`src/design/video_glue_pkg.sv`:
```
// Constants shared by the color plane glue logic
package video_glue_pkg;

   // CPU port map
   localparam logic [7:0] BOARD_ID_ADDR   = 8'h2C;
   localparam logic [7:0] PLANE_SEL_ADDR  = 8'h2D;
   localparam logic [7:0] CTL_LO_A_FIRST  = 8'h2C;
   localparam logic [7:0] CTL_LO_A_LAST   = 8'h2D;
   localparam logic [7:0] CTL_HI_A_FIRST  = 8'h38;
   localparam logic [7:0] CTL_HI_A_LAST   = 8'h3B;

   // Plane select codes and bit positions
   localparam logic [7:0] SEL_BLUE        = 8'h01;
   localparam logic [7:0] SEL_GREEN       = 8'h02;
   localparam logic [7:0] SEL_RED         = 8'h04;
   localparam int         BIT_BLUE        = 0;
   localparam int         BIT_GREEN       = 1;
   localparam int         BIT_RED         = 2;
   localparam logic [7:0] PLANE_SEL_RESET = 8'h00;
   localparam int         PLANES          = 3;

   // Plane memory and frame geometry
   localparam int         WORD_BITS       = 16;
   localparam int         PLANE_WORDS     = 16384;
   localparam int         H_PIXELS        = 640;
   localparam int         V_LINES         = 400;

   // Dot clock timing; one ref_clk cycle is one dot
   localparam int         DIV_STAGES      = 3;
   localparam int         CTL_DIV         = 2 ** DIV_STAGES;
   localparam int         QUARTER_DOTS    = CTL_DIV / 4;
   localparam logic [3:0] LOAD_PHASE      = 4'hF;

   // Phases of the controller clock counter (0 = rising edge)
   localparam logic [2:0] PH_CTL_LAST     = 3'h7;
   localparam logic [2:0] PH_ROW          = 3'h1;
   localparam logic [2:0] PH_MUX          = 3'h2;
   localparam logic [2:0] PH_COL          = 3'h3;
   localparam logic [2:0] PH_ALS_END      = 3'h1;

endpackage

```
`src/design/pixel_shifter.sv`:
```
// Parallel-load, serial-out shift register for one color plane
`timescale 1ns/1ps
module pixel_shifter
   import video_glue_pkg::*;
#(
   parameter int WORD_W = WORD_BITS
) (
   input  wire logic              ref_clk, // Dot clock
   input  wire logic              rstn,    // Async reset, active low
   input  wire logic              load,    // Parallel load pulse
   input  wire logic [WORD_W-1:0] pdata,   // Plane word from bus
   output logic                   sout     // Serial pixel, MSB first
);

   typedef struct packed {
      logic [WORD_W-1:0] sh;
   } shift_state_t;

   shift_state_t st_reg;
   shift_state_t st_next;

   always_comb begin
      st_next = st_reg;
      if (load) begin
         st_next.sh = pdata;
      end else begin
         st_next.sh = {st_reg.sh[WORD_W-2:0], 1'b0};
      end
   end

   always_ff @(posedge ref_clk or negedge rstn) begin
      if (!rstn) begin
         st_reg <= '0;
      end else begin
         st_reg <= st_next;
      end
   end

   assign sout = st_reg.sh[WORD_W-1];

endmodule

```
`src/design/color_video_plane_glue.sv`:
```
// Glue logic around the graphics controller on the color monitor board
//
// Overview of operation
// - Plane-select value 01H picks blue, 02H green, 04H red onto the bus.
// - Each color plane holds 16-bit words, 16K words deep.
// - Controller clock is the oscillator divided by eight through three halvers.
// - Undivided oscillator is the dot clock; one pixel per cycle.
// - Row strobe is delayed one quarter controller clock.
// - Column strobe follows the row strobe a further quarter clock later.
// - Same timing logic makes the multiplexer select and address latch strobe.
// - Read strobe low opens only the selected plane's output buffer.
// - Buffer enable A follows data bus bit three; plane buffers do not use it.
// - Write strobe asserts 2.25 controller clocks after read strobe trails.
// - Write delay is two controller clock stages plus a quarter stage.
// - Display-cycle plane words are taken from the shared bus.
// - A parallel load pulse every 16 dots loads each shift register.
// - Serial pixels from all planes are re-registered on the dot clock.
// - Every color is ANDed with not-blanking.
// - Red, green and blue are separate active-high NRZ outputs.
// - Sync outputs are active low by default.
// - Sync passes a register with static per-monitor polarity option.
// - Frame is 640 by 400 pixels, eight colors from three planes.
// - Port 2CH returns a board identification value.
// - Addresses 2CH-2DH and 38H-3BH are decoded for the controller.
`timescale 1ns/1ps
module color_video_plane_glue
   import video_glue_pkg::*;
#(
   parameter logic [7:0] BOARD_ID = 8'h5A, // Arbitrary identification value
   parameter int         WORD_W   = WORD_BITS
) (
   input  wire logic                    ref_clk,              // Oscillator, dot clock
   input  wire logic                    rstn,                 // Async reset, active low
   input  wire logic [7:0]              io_addr,              // CPU I/O address
   input  wire logic                    io_wr,                // CPU write strobe
   input  wire logic                    io_rd,                // CPU read strobe
   input  wire logic [7:0]              io_wdata,             // CPU write data
   output logic [7:0]                   io_rdata,             // CPU read data
   output logic                         io_rdata_valid,       // Read data valid
   output logic                         ctl_select,           // Controller channel hit
   output logic                         controller_clock,     // Divided clock
   input  wire logic                    ctl_row_strobe_n,     // Row strobe from controller
   input  wire logic                    read_direction_strobe_n, // Controller read strobe
   input  wire logic                    data_bus_bit_three,   // Bus bit 3
   input  wire logic                    blank,                // Blanking, high active
   input  wire logic                    ctl_hsync,            // Horizontal sync in
   input  wire logic                    ctl_vsync,            // Vertical sync in
   input  wire logic                    hsync_invert,         // Static polarity option
   input  wire logic                    vsync_invert,         // Static polarity option
   input  wire logic [PLANES*WORD_W-1:0] plane_words,         // Plane words on bus
   output logic                         row_strobe_n,         // Plane row strobe
   output logic                         column_strobe_n,      // Plane column strobe
   output logic                         mux_select,           // High = column address
   output logic                         address_latch_strobe, // Address latch enable
   output logic                         plane_we_n,           // Plane write strobe
   output logic [2:0]                   plane_sel,            // Plane to bus select
   output logic                         buffer_enable_a_n,    // Buffer enable, bit 3
   output logic [2:0]                   buffer_enable_b_n,    // Buffer enable per plane
   output logic                         shift_load,           // Parallel load pulse
   output logic                         red,                  // Red pixel
   output logic                         green,                // Green pixel
   output logic                         blue,                 // Blue pixel
   output logic                         hsync_n,              // Horizontal sync out
   output logic                         vsync_n               // Vertical sync out
);

   typedef struct packed {
      logic [2:0] div;
      logic       ctl_clk;
      logic       row_n;
      logic       col_n;
      logic       mux;
      logic       als;
      logic       d1;
      logic       d2;
      logic       d3;
      logic       we_n;
      logic [7:0] sel;
      logic [7:0] rdata;
      logic       rvalid;
      logic       csel;
      logic       buf_a_n;
      logic [2:0] buf_b_n;
      logic [3:0] dot;
      logic       load;
      logic [2:0] rgb;
      logic       hs_n;
      logic       vs_n;
   } glue_state_t;

   glue_state_t s_reg;
   glue_state_t s_next;
   logic [2:0]  serial;

   ////////////////////////////////////////////////////////////
   // Pixel shift registers, one per plane

   generate
      for (genvar p = 0; p < PLANES; p++) begin : g_plane
         pixel_shifter #(
            .WORD_W (WORD_W)
         ) u_shift (
            .ref_clk (ref_clk),
            .rstn    (rstn),
            .load    (s_reg.load),
            .pdata   (plane_words[p*WORD_W +: WORD_W]),
            .sout    (serial[p])
         );
      end
   endgenerate

   ////////////////////////////////////////////////////////////
   // Next state

   always_comb begin
      s_next = s_reg;

      s_next.div     = s_reg.div + 3'h1;
      s_next.ctl_clk = ~s_next.div[DIV_STAGES-1];

      if (s_reg.div == PH_ROW) begin
         s_next.row_n = ctl_row_strobe_n;
      end
      if (s_reg.div == PH_MUX) begin
         s_next.mux = ~s_reg.row_n;
      end
      if (s_reg.div == PH_COL) begin
         s_next.col_n = s_reg.row_n;
      end
      s_next.als = (s_reg.div == PH_CTL_LAST) || (s_reg.div < PH_ALS_END);

      if (s_reg.div == PH_CTL_LAST) begin
         s_next.d1 = read_direction_strobe_n;
         s_next.d2 = s_reg.d1;
         s_next.d3 = s_reg.d2;
      end
      if (s_reg.div == PH_ROW) begin
         s_next.we_n = ~(s_reg.d2 & ~s_reg.d3);
      end

      s_next.csel = (io_rd || io_wr) &&
                    (((io_addr >= CTL_LO_A_FIRST) && (io_addr <= CTL_LO_A_LAST)) ||
                     ((io_addr >= CTL_HI_A_FIRST) && (io_addr <= CTL_HI_A_LAST)));

      if (io_wr && (io_addr == PLANE_SEL_ADDR)) begin
         s_next.sel = io_wdata;
      end

      s_next.rvalid = 1'b0;
      s_next.rdata  = 8'h00;
      if (io_rd) begin
         if (io_addr == BOARD_ID_ADDR) begin
            s_next.rdata  = BOARD_ID;
            s_next.rvalid = 1'b1;
         end else if (io_addr == PLANE_SEL_ADDR) begin
            s_next.rdata  = s_reg.sel;
            s_next.rvalid = 1'b1;
         end
      end

      // buffer gated by bus bit three
      s_next.buf_a_n = data_bus_bit_three;
      for (int i = 0; i < PLANES; i++) begin
         s_next.buf_b_n[i] = ~(~read_direction_strobe_n & s_reg.sel[i]);
      end

      s_next.dot  = s_reg.dot + 4'h1;
      s_next.load = (s_reg.dot == LOAD_PHASE - 4'h1);

      s_next.rgb = serial & {PLANES{~blank}};

      s_next.hs_n = ~(ctl_hsync ^ hsync_invert);
      s_next.vs_n = ~(ctl_vsync ^ vsync_invert);
   end

   ////////////////////////////////////////////////////////////
   // State register

   always_ff @(posedge ref_clk or negedge rstn) begin
      if (!rstn) begin
         s_reg         <= '0;
         s_reg.ctl_clk <= 1'b1;
         s_reg.row_n   <= 1'b1;
         s_reg.col_n   <= 1'b1;
         s_reg.d1      <= 1'b1;
         s_reg.d2      <= 1'b1;
         s_reg.d3      <= 1'b1;
         s_reg.we_n    <= 1'b1;
         s_reg.sel     <= PLANE_SEL_RESET;
         s_reg.buf_a_n <= 1'b1;
         s_reg.buf_b_n <= 3'h7;
         s_reg.hs_n    <= 1'b1;
         s_reg.vs_n    <= 1'b1;
      end else begin
         s_reg <= s_next;
      end
   end

   ////////////////////////////////////////////////////////////
   // Outputs, all straight from the state register

   assign io_rdata             = s_reg.rdata;
   assign io_rdata_valid       = s_reg.rvalid;
   assign ctl_select           = s_reg.csel;
   assign controller_clock     = s_reg.ctl_clk;
   assign row_strobe_n         = s_reg.row_n;
   assign column_strobe_n      = s_reg.col_n;
   assign mux_select           = s_reg.mux;
   assign address_latch_strobe = s_reg.als;
   assign plane_we_n           = s_reg.we_n;
   // low three bits drive the bus selects
   assign plane_sel            = s_reg.sel[2:0];
   assign buffer_enable_a_n    = s_reg.buf_a_n;
   assign buffer_enable_b_n    = s_reg.buf_b_n;
   assign shift_load           = s_reg.load;
   assign red                  = s_reg.rgb[BIT_RED];
   assign green                = s_reg.rgb[BIT_GREEN];
   assign blue                 = s_reg.rgb[BIT_BLUE];
   assign hsync_n              = s_reg.hs_n;
   assign vsync_n              = s_reg.vs_n;
endmodule

```
`config.mk`:
```
export PLATFORM = sky130hd
export DESIGN_NAME = color_video_plane_glue
export DESIGN_NICKNAME = d
export VERILOG_FILES = /design/src/design/video_glue_pkg.sv /design/src/design/pixel_shifter.sv /design/src/design/color_video_plane_glue.sv
export SDC_FILE = /design/constraint.sdc
export NUM_CORES = 1
export LEC_CHECK = 0
export BUFFER_PORTS_ARGS = -buffer_cell sky130_fd_sc_hd__buf_2
export CELL_PAD_IN_SITES_DETAIL_PLACEMENT = 0
export CELL_PAD_IN_SITES_GLOBAL_PLACEMENT = 1
export CORE_MARGIN = 2
export CORE_UTILIZATION = 44
export CTS_CLUSTER_DIAMETER = 50
export DETAILED_ROUTE_END_ITERATION = 12
export PLACE_DENSITY = 0.82
export SYNTH_ARGS = -nofsm -noshare
export SYNTH_HDL_FRONTEND = slang
export SYNTH_SLANG_ARGS = --single-unit
```
`constraint.sdc`:
```
create_clock -name ref_clk -period 3.8 [get_ports ref_clk]
set_clock_uncertainty 0.15 [all_clocks]
set_input_delay 0.38 -clock ref_clk [delete_from_list [all_inputs] [get_ports ref_clk]]
set_output_delay 0.38 -clock ref_clk [all_outputs]
set_load 0.01 [all_outputs]
```
# Word-level counts from Yosys, hierarchy flattened

Cells that the tools add are included.

Muxes and demuxes: 6
Eq/ne operators: 7
Reductions and logical operators: 7
Magnitude comparators: 5
$add $sub $neg: 2
Bitwise logic cells: 18

Operator list:

| kind                | number |
|---|---|
| $mux 16             | 3 |
| $mux 9              | 3 |
| $eq 8x6->1 const B  | 2 |
| $ge 8x6->1 const B  | 2 |
| $le 8x6->1 const B  | 2 |
| $not 1->1           | 11 |
| $eq 3x2->1 const B  | 2 |
| $add 4x1->4 const B | 1 |
| $and 1x1->1         | 4 |
| $eq 4x4->1 const B  | 1 |
| $logic_and 1x1->1   | 4 |
| $add 3x1->3 const B | 1 |
| $and 3x3->3         | 1 |
| $eq 3x1->1 const B  | 1 |
| $eq 3x3->1 const B  | 1 |
| $logic_or 1x1->1    | 3 |
| $lt 3x1->1 const B  | 1 |
| $xor 1x1->1         | 2 |

Input bits: 76
Logic and storage cells: 69
Output and inout bits: 29
Register bits: 92

# Depth between registers and ports, before layout

Gate-level depths: netlist (run 1).

Word-level depth: 4
Gate-level depth with buffers: 5
Depth with buffers taken out: 5

# By module

From an unflattened synthesis (run 1), not the netlist that was laid out.

Cell total of the unflattened synthesis: 232
Area, all modules: 3,693.5 µm²

By module, submodules not included:

| module                 | cells each | times used | area an instance (µm²) | sequential area each (µm²) |
|---|---|---|---|---|
| pixel_shifter          | 34         | 3          | 641.9                  | 400.4 |
| color_video_plane_glue | 130        | 1          | 1,767.9                | 1,117.3 |

# Worst setup path before layout (run 1)

Ideal clock, no wire load.

Path type: input -> register
From: input io_addr[4]
To: register s_reg, in the netlist plane_sel[0]
Stages: 3
Path buffers: 0
Library setup time: 0.125 ns
Setup slack: 2.061 ns
Required time: 3.525 ns
Data arrival time: 1.464 ns
Path through: or3b_4 -> nor3_4 -> mux2_2

Cells in the longest elaborated chain, start to end: 2

RTL lines:

| item                 | RTL line                      | text |
|---|---|---|
| start, declared      | color_video_plane_glue.sv:34  | `input wire logic [7:0] io_addr,` |
| $eq 8x6->1           | color_video_plane_glue.sv:145 | `if (io_wr && (io_addr == PLANE_SEL_ADDR)) begin` |
| $logic_and 1x1->1    | color_video_plane_glue.sv:145 |  |
| end signal, assigned | color_video_plane_glue.sv:195 | `s_reg <= s_next;` |
| end, declared        | color_video_plane_glue.sv:91  | `glue_state_t s_reg;` |

No other way between the ends.
A chain may end at the register's enable or synchronous reset.

# Final worst setup path (run 1)

From: register s_reg, in the netlist shift_load
To: output shift_load

RTL lines:

| item          | RTL line                     | text |
|---|---|---|
| end, declared | color_video_plane_glue.sv:59 | `output logic shift_load,` |

No word-level cell between the ends.

==> impl_metrics.toml, run 1 <==
[run_status]
status = "completed"

[worst_setup_path]
path_cells = "buf_2"
cp-end-kind = "primary output"
endpoint = "shift_load"
r2r_start = "shift_load"
crit_arrival_ps = 1650
worst-path-stages = 1
crit_fanout = 49
path_buf_inv = 1
reg2reg_depth = 1
critical_path_class = "flop to primary output"
rrSetupSlack_ps = 2060
critPathLaunchType = "flop"
worstPathRequired_ps = 3270
max_stage_delay_ps = 1030
r2r_end = "g_plane[2].u_shift.st_reg[14]"
cp_top_family = "flip-flops"
crit_start = "shift_load"
slowest_stage = "dfrtp_2"

[logic_synthesis]
syn-num-nets = 314
synth_flop_cell = "dfrtp_1"
yosysUniqueCellTypes = 28
synth_top_area_cell = "dfrtp_1"
syn_area_um2 = 3520
ys_seq_elements = 92
ys_top_cells_by_area = "dfrtp_1 (56%), mux2_2 (19%), dfstp_2 (9.7%)"
avgSynthCellArea_um2 = 15.2
yosysSeqAreaShare_pct = 65.9
async_flop_share_pct = 100
synthCells = 231
ys_warn_count = 0
synth_edf_count = 0
yosys.area.top_type_share_pct = 56.2

[clock_network]
tritoncts = "built"
cts_setup_buffers = 0
cts-htree-levels = 3
cts.sinks = 92
root_buffer = "clkbuf_8"
clk_latency_ps = 340
clk_pin_slew_worst_paths_ps = 80
numCtsBuffers = 9
clk_path_buf_depth = 2

[timing]
period_share_pct = 57.3
worst_slack_ps = 1620
slew_violations = 0
slew-limit-headroom_pct = 33.9
max_freq_mhz = 459
finalCriticalPeriod_ps = 2180
whs_ps = 33.0
final_hold_viol_count = 0
rsz0062_at_grt = "no"
fin_tns_setup_ps = 0
worstMarginPinSlew_ps = 992
setup_viol = 0

[detailed_routing]
drt-wirelength-per-cell_um = 12.7
drtPass1Iterations = 2
drtIter0Drc = 64
num_vias = 1995
drc = 0
via_per_inst = 4.57
totalWireLength_um = 5560
final_antenna_net_count = 0

[global_routing]
grt_use_met3_pct = 4.83
track_usage_pct = 13.4
grt_pass1_wl_um = 8930
busiest_layer = "met2"
met2_usage_pct = 20.1
grt-ovfl-total = 0
met1_usage_pct = 17.4
grt_pass1_vias = 1999
grt_max_degree = 65
antenna_found_initial = 0

[power]
p_leak_nw = 2.08
ir_worst_vdd_mv = 0.208
pwr_density_cell_nw_per_um2 = 415

[placed_design]
place_area_um2 = 4050
gp_congestion = 0.681
io_buffers = 104
place_ws_ps = 1850
placed_cells = 419
dpl.hpwl_um = 3920

[floorplanning]
die_x_um = 93.4
core_area_um2 = 7730
dieArea_um2 = 8720
row_count = 32
start_util_pct = 45.5
die_h_um = 93.4
ios = 105

[layout]
area_growth_pct = 21.2
layout.nets = 413
largest_register_ff_count = 48
instances_no_fill = 437
num_antenna_cells = 0
final_area_um2 = 4260
final_layout_size_suffix_gt1_share_pct = 58.2

[flow_run]
max-cap-violations = 0

[hold_path]
hp-class = "primary input to flop"
## logic make-up after synthesis
group                      count (synthesis)  share of synthesized area, %
xor gates and xnor gates                   4                         0.997
AOI/OAI and AO/OA                         10                          1.60
buffers and inverters                     32                          4.98
and+or+nand+nor                           28                          5.41
muxes                                     58                          18.6
adders and majority gates                  7                          2.49
DFF                                       92                          65.9
## cells in the mapped netlist (3+ instances only)
cell type	n
a21oi_1	5
and2_1	7
buf_4	14
dfrtp_1	79
dfstp_2	13
ha_1	7
inv_1	13
mux2_2	58
nand2_1	3
nand2b_1	4
nor2b_1	4
o21ai_0	3
xnor2_1	3
## through the flow
stage | total power, mW | util [%]
final | 1.77 | 55.1
after global routing | 1.86 | 55.1
after CTS | 1.81 | 55.1
after detailed placement | 1.17 | 52.4
after global placement | 1.16 | 52.4
after floorplan | 1.09 | -
## power by group
group          internal, mW  switching [mW]  leakage, nW
registers              1.02          0.0121         1.11
logic                0.0626          0.0500        0.876
clock network         0.304           0.319       0.0927
## layer usage
| metal | part of all wire (%) | up-vias |
|---|---|---|
| li1 | - | 953 |
| met1 | 45 | 971 |
| met5 | 0 | - |
| met3 | 8.4 | 6 |
| met2 | 46 | 65 |
| met4 | 1.1 | 0 |
## placed cells by master (no fill, tap or decap), drive strengths merged, types with 3 or more instances in the layout
master  count
ha          7
xnor2       3
buf       105
nor2b       4
a21oi       5
inv        14
nand2b      4
o21ai       3
clkbuf     10
nand2       3
mux2       58
dfstp      13
dfrtp      79
and2        7
## what timing repair did
item,4_1_cts,5_1_grt
hold buffers,2,0
gates resized for setup,0,0
endpoints found under the hold margin,59,0
## how the worst min path moves through the flow
stage,startpoint,to,slack [ps],depth (start not counted)
finish,ctl_vsync,vsync_n,30,2
global route,ctl_vsync,vsync_n,30,2
CTS,ctl_hsync,hsync_n,10,2
detailed placement,plane_sel[0],buffer_enable_b_n[0],290,1
global placement,plane_sel[2],buffer_enable_b_n[2],290,1
floorplan,rstn,address_latch_strobe,-70,0
## layout make-up
class,instances,area [um^2]
fillers,651,3470
well taps,102,128
flip-flops and latches,92,2320
inverters,13,48.8
clock buffers,10,128
clock inverters,6,63.8
multi-input cells,107,1020
repair buffers,107,551
Note: power is estimated with default switching activity, not from simulation.
==> run 2: changes to the inputs <==
- ABC_AREA: unset -> 1
- CORE_UTILIZATION: 44 -> 41
- PLACE_DENSITY: 0.82 -> 0.78
- clock period: 3.8 -> 2.2 ns (I/O delays scaled with it)
==> run 2 against run 1 <==
Compared with the run above: combinational power increased to 2.8 times the previous value; sequential share of layout area fell by 8.8 points; largest cell class unchanged; largest power group unchanged; wire length up 24%.
==> impl_metrics.toml, run 2 <==
[clock_network]
cts-htree-levels = 3
clk_latency_ps = 350
numCtsBuffers = 9
tritoncts = "built"
clk_pin_slew_worst_paths_ps = 90
root_buffer = "clkbuf_8"
cts.sinks = 92
cts_setup_buffers = 0
clk_path_buf_depth = 2

[worst_setup_path]
critPathLaunchType = "flop"
worstPathRequired_ps = 1830
reg2reg_depth = 3
crit_arrival_ps = 1200
crit_fanout = 49
slowest_stage = "dfrtp_2"
path_cells = "buf_12 -> buf_2"
max_stage_delay_ps = 380
rrSetupSlack_ps = 810
cp-end-kind = "primary output"
r2r_start = "s_reg[41]"
r2r_end = "address_latch_strobe"
critical_path_class = "flop to primary output"

[floorplanning]
row_count = 34
die_x_um = 98.5
core_area_um2 = 8680
die_h_um = 98.5
start_util_pct = 42.2
dieArea_um2 = 9710
ios = 105

[hold_path]
hold_depth = 4
min_to = "io_rdata[6]"
worstHoldStart = "io_addr[0]"
hp-class = "primary input to flop"

[logic_synthesis]
async_flop_share_pct = 100
synthCells = 282
synth_flop_cell = "dfrtp_1"
ys_seq_elements = 92
syn_area_um2 = 3660
yosysMostFrequentCell = "dfrtp_1"
yosysSeqAreaShare_pct = 63.3
ys_warn_count = 0
yosys.area.top_type_share_pct = 54.0
synth_top_area_cell = "dfrtp_1"
synth_edf_count = 0
syn-num-nets = 365
yosysUniqueCellTypes = 23
synth_common_cells = "dfrtp_1 (79), nand2_1 (33), inv_1 (29), mux2_2 (28), nor2_1 (27)"
avgSynthCellArea_um2 = 13.0
ys_top_cells_by_area = "dfrtp_1 (54%), dfstp_2 (9.3%), mux2_2 (8.6%)"

[timing]
final_hold_viol_count = 0
fin_tns_setup_ps = 0
period_share_pct = 71.6
slew-limit-headroom_pct = 62.2
worstMarginPinSlew_ps = 568
slew_violations = 0
max_freq_mhz = 635
finalCriticalPeriod_ps = 1570
rsz0062_at_grt = "no"
worst_slack_ps = 626
setup_viol = 0

[placed_design]
placed_cells = 477
place_ws_ps = 823
gp_congestion = 0.731
place_area_um2 = 4220
io_buffers = 104
dpl.hpwl_um = 4390

[detailed_routing]
drc = 0
drtIter0Drc = 53
via_per_inst = 4.46
drt-wirelength-per-cell_um = 12.3
final_antenna_net_count = 0
num_vias = 2498
totalWireLength_um = 6890
drtPass1Iterations = 4

[layout]
layout_common_cells = "buf_2 (103), dfrtp_1 (78), dlygate4sd3_1 (67)"
layout.nets = 530
final_layout_size_suffix_gt1_share_pct = 41.2
final_area_um2 = 5080
largest_register_ff_count = 48
area_growth_pct = 38.6
layout_commonest_cell = "buf_2"
num_antenna_cells = 0
instances_no_fill = 560

[global_routing]
grt_pass1_wl_um = 11800
track_usage_pct = 15.2
grt_pass1_vias = 2588
grt_max_degree = 50
grt-ovfl-total = 0
antenna_found_initial = 0

[power]
pwr_density_cell_nw_per_um2 = 620
ir_worst_vdd_mv = 0.302
p_leak_nw = 2.54
power_mw = 3.15

[flow_run]
max-cap-violations = 0

[run_status]
status = "completed"
run 2: cell types whose count changed in the layout (fill, tap and decap cells not counted), sizes merged, moves of 9 or more:
cell         before  now
dlygate4sd3       2   67
inv              14   30
mux2             58   45
nand2             3   33
nand4             0    9
nor2              0   29
run 2: cell families (layout without fill, tap and decap cells):
kind of cell | Yosys count | count (layout) | synth area share (%)
mux | 45 | 45 | 15.6
simple gates | 74 | 74 | 9.05
fa+ha+maj | 7 | 7 | 2.39
compound gates | 10 | 10 | 1.50
buf+inv | 50 | 220 | 7.24
flops | 92 | 92 | 63.3
xor+xnor | 4 | 4 | 0.956
run 2: routing by layer:
| metal | vias up | GRT usage [%] | part of all wire [%] | wire, um |
|---|---|---|---|---|
| li1 | 1218 | - | - | - |
| met1 | 1187 | 18.3 | 43 | 2990 |
| met2 | 87 | 26.1 | 49 | 3350 |
| met3 | 6 | 5.25 | 6.8 | 468 |
| met4 | 0 | 4.11 | 1.1 | 74 |
| met5 | - | 0 | 0 | 0 |
run 2: worst max path at each step:
stage	cells past startpoint	slack [ps]	startpoint	to
after floorplan	3	890	s_reg[41]	address_latch_strobe
after global placement	3	870	s_reg[41]	address_latch_strobe
after detailed placement	3	820	s_reg[41]	address_latch_strobe
after CTS	2	580	shift_load	shift_load
after global routing	2	540	shift_load	shift_load
final	2	630	shift_load	shift_load
run 2: area by class of cell:
| class | count | area, um^2 |
|---|---|---|
| fill | 729 | 3600 |
| sequential | 92 | 2320 |
| timing repair buffer | 174 | 1240 |
| multi-input combinational | 140 | 1080 |
| clock buffer | 12 | 155 |
| tap | 108 | 135 |
| inverter | 30 | 113 |
| clock inverter | 4 | 33.8 |
run 2: through the flow:
step | utilization (%) | hold WS, ps
CTS | 58.5 | 46.5
detailed placement | 48.6 | 99.4
global route | 58.5 | 60.3
floorplan | - | -226
finish | 58.5 | 66.2
global placement | 48.6 | 97.4
run 2: worst max-delay path: cells and delay by family, from the launching register on:
| family | cells | cell delay [ps] |
|---|---|---|
| flops | 1 | 380 |
| buf+inv | 2 | 450 |
run 2: where the power goes:
part           switching, mW  leakage, nW  internal [mW]
clock                  0.570       0.0928          0.479
combinational          0.124         1.34          0.193
sequential            0.0215         1.11           1.76
run 2: repair_timing:
item / CTS / global route
hold buffers: 67 / 0
setup endpoints to repair: 0 / 0
gates resized for setup: 0 / 0
endpoints found under the hold margin: 97 / 0
==> run 3: changes to the inputs <==
- CORE_UTILIZATION: 41 -> 37
- PLACE_DENSITY: 0.78 -> 0.74
- clock period: 2.2 -> 1.44 ns (I/O delays scaled with it)
==> run 3 against run 2 <==
Compared with the run above: critical path depth up 3; clock-buffer cell count down 2; clock power up 55%; cell count up 7.5%; combinational power up 59%; non-clock buffer count up 17; worst hold slack worse by 64 ps; global-route usage up 0.19 points; register-to-register slack worse by 690 ps; design area up 4.4%; first-iteration DRC count up 53%; sequential power up 53%.
==> impl_metrics.toml, run 3 (synthesized netlist as in run 2, its figures left out) <==
[floorplanning]
dieArea_um2 = 10700
ios = 105
die_x_um = 104
row_count = 36
core_area_um2 = 9680
start_util_pct = 37.8
die_h_um = 104

[timing]
final_hold_viol_count = 0
fin_tns_setup_ps = 0
period_share_pct = 97.5
finalCriticalPeriod_ps = 1400
setup_viol = 0
whs_ps = 2.49
rsz0062_at_grt = "no"
slew_violations = 0
max_freq_mhz = 712
slew-limit-headroom_pct = 82.4
worstMarginPinSlew_ps = 264

[clock_network]
root_buffer = "clkbuf_8"
cts.sinks = 92
numCtsBuffers = 9
cts-htree-levels = 3
tritoncts = "built"
clk_path_buf_depth = 2
clk_latency_ps = 360
clk_pin_slew_worst_paths_ps = 90

[layout]
instances_no_fill = 602
layout.nets = 547
layout_commonest_cell = "buf_2"
num_antenna_cells = 0
layout_common_cells = "buf_2 (103), dlygate4sd3_1 (79), dfrtp_1 (78)"
area_growth_pct = 44.7
fillers = 842
largest_register_ff_count = 48
final_layout_size_suffix_gt1_share_pct = 41.2

[worst_setup_path]
endpoint = "ctl_select"
r2r_end = "g_plane[1].u_shift.st_reg[7]"
crit_arrival_ps = 1510
max_stage_delay_ps = 550
crit_fanout = 3
reg2reg_depth = 2
critPathLaunchType = "primary input"
critical_path_class = "primary input to flop"
r2r_start = "shift_load"
rrSetupSlack_ps = 120
crit_start = "io_rd"
slowest_stage = "dlygate4sd3_1"
cp-end-kind = "flop"
worstPathRequired_ps = 1540
path_cells = "dlygate4sd3_1 -> buf_2 -> nor2_1 -> dlygate4sd3_1 -> nor2_1"

[global_routing]
grt_pass1_wl_um = 12900
antenna_found_initial = 0
grt-ovfl-total = 0
met1_usage_pct = 18.8
grt_use_met3_pct = 3.71
busiest_layer = "met2"
grt_pass1_vias = 2774
grt_max_degree = 48
track_usage_pct = 15.4
met2_usage_pct = 25.2

[detailed_routing]
drtPass1Iterations = 4
drtIter0Drc = 81
drc = 0
drt-wirelength-per-cell_um = 12.5
via_per_inst = 4.26
final_antenna_net_count = 0
num_vias = 2562
totalWireLength_um = 7510

[power]
p_switching_mw = 1.17
ir_worst_vdd_mv = 0.403
p_comb_share_pct = 10.3
p_leak_nw = 2.61
pwr_density_cell_nw_per_um2 = 916
p_clk_share_pct = 33.6
intPower_mw = 3.69
switching_share_pct = 24.0
power_frac_seq_pct = 56.1

[placed_design]
gp_congestion = 0.733
dpl.hpwl_um = 4430
placed_cells = 503
io_buffers = 104

[run_status]
status = "completed"

[flow_run]
max-cap-violations = 0

[hold_path]
hp-class = "primary input to flop"
-- run 3: changes by cell type in the layout (fill, tap and decap cells not counted), sizes merged --
cell	change
clkinvlp	+1
clkinv	-1
inv	+2
buf	+4
bufbuf	+1
clkbuf	-2
dlygate4sd3	+12
-- run 3: critical path, delay by kind of cell --
| kind | cells | cell delay [ps] |
|---|---|---|
| and+or+nand+nor | 2 | 150 |
| buffers and inverters | 3 | 1210 |
-- run 3: power by group through the flow --
| stage | clock network (mW) | registers [mW] | logic (mW) |
|---|---|---|---|
| after floorplan | 0 | 2.78 | 0.135 |
| after global placement | 0 | 2.77 | 0.337 |
| after detailed placement | 0 | 2.78 | 0.345 |
| after CTS | 1.71 | 2.73 | 0.503 |
| after global routing | 1.84 | 2.74 | 0.556 |
| final | 1.63 | 2.72 | 0.502 |
-- run 3: repair_timing --
action | 4_1_cts | 5_1_grt
hold buffers | 80 | 0
setup endpoints to repair | 1 | 3
gates cloned | 1 | 0
hold endpoints to repair | 168 | 0
gates resized for setup | 0 | 1
setup buffers | 3 | 0
-- run 3: how the worst min path moves through the flow --
stage                           from                       endpoint  slack (ps)  cells past startpoint
final                          io_wr                      s_reg[30]           2                      3
after global routing      io_addr[4]                     ctl_select          60                      5
after CTS                 io_addr[3]                     ctl_select          30                      5
after detailed placement        rstn  g_plane[0].u_shift.st_reg[13]           3                      2
after global placement          rstn  g_plane[0].u_shift.st_reg[15]          -1                      2
after floorplan                 rstn           address_latch_strobe        -300                      0
-- run 3: metrics by stage --
stage	utilization [%]	cell area, um^2	setup slack [ps]	power (mW)
2_1_floorplan	-	3660	130	2.91
3_3_place_gp	44.1	4270	90.1	3.11
3_5_place_dp	44.1	4270	58.7	3.12
4_1_cts	54.8	5310	25.2	4.94
5_1_grt	54.7	5300	10.3	5.13
6_report	54.7	5300	35.4	4.86
-- run 3: layout make-up --
class | count | area [um^2] | area share [%]
Inverter | 30 | 113 | 2.12
Tap cell | 133 | 166 | 3.14
Clock buffer | 10 | 138 | 2.60
Timing Repair Buffer | 191 | 1440 | 27.1
Clock inverter | 6 | 46.3 | 0.873
Sequential cell | 92 | 2320 | 43.8
Multi-Input combinational cell | 140 | 1080 | 20.4
-- run 3: layer usage --
metal | wire length [um] | up-vias
met5 | 0 | -
met4 | 171 | 0
met3 | 359 | 13
met2 | 3750 | 77
met1 | 3220 | 1222
li1 | - | 1250
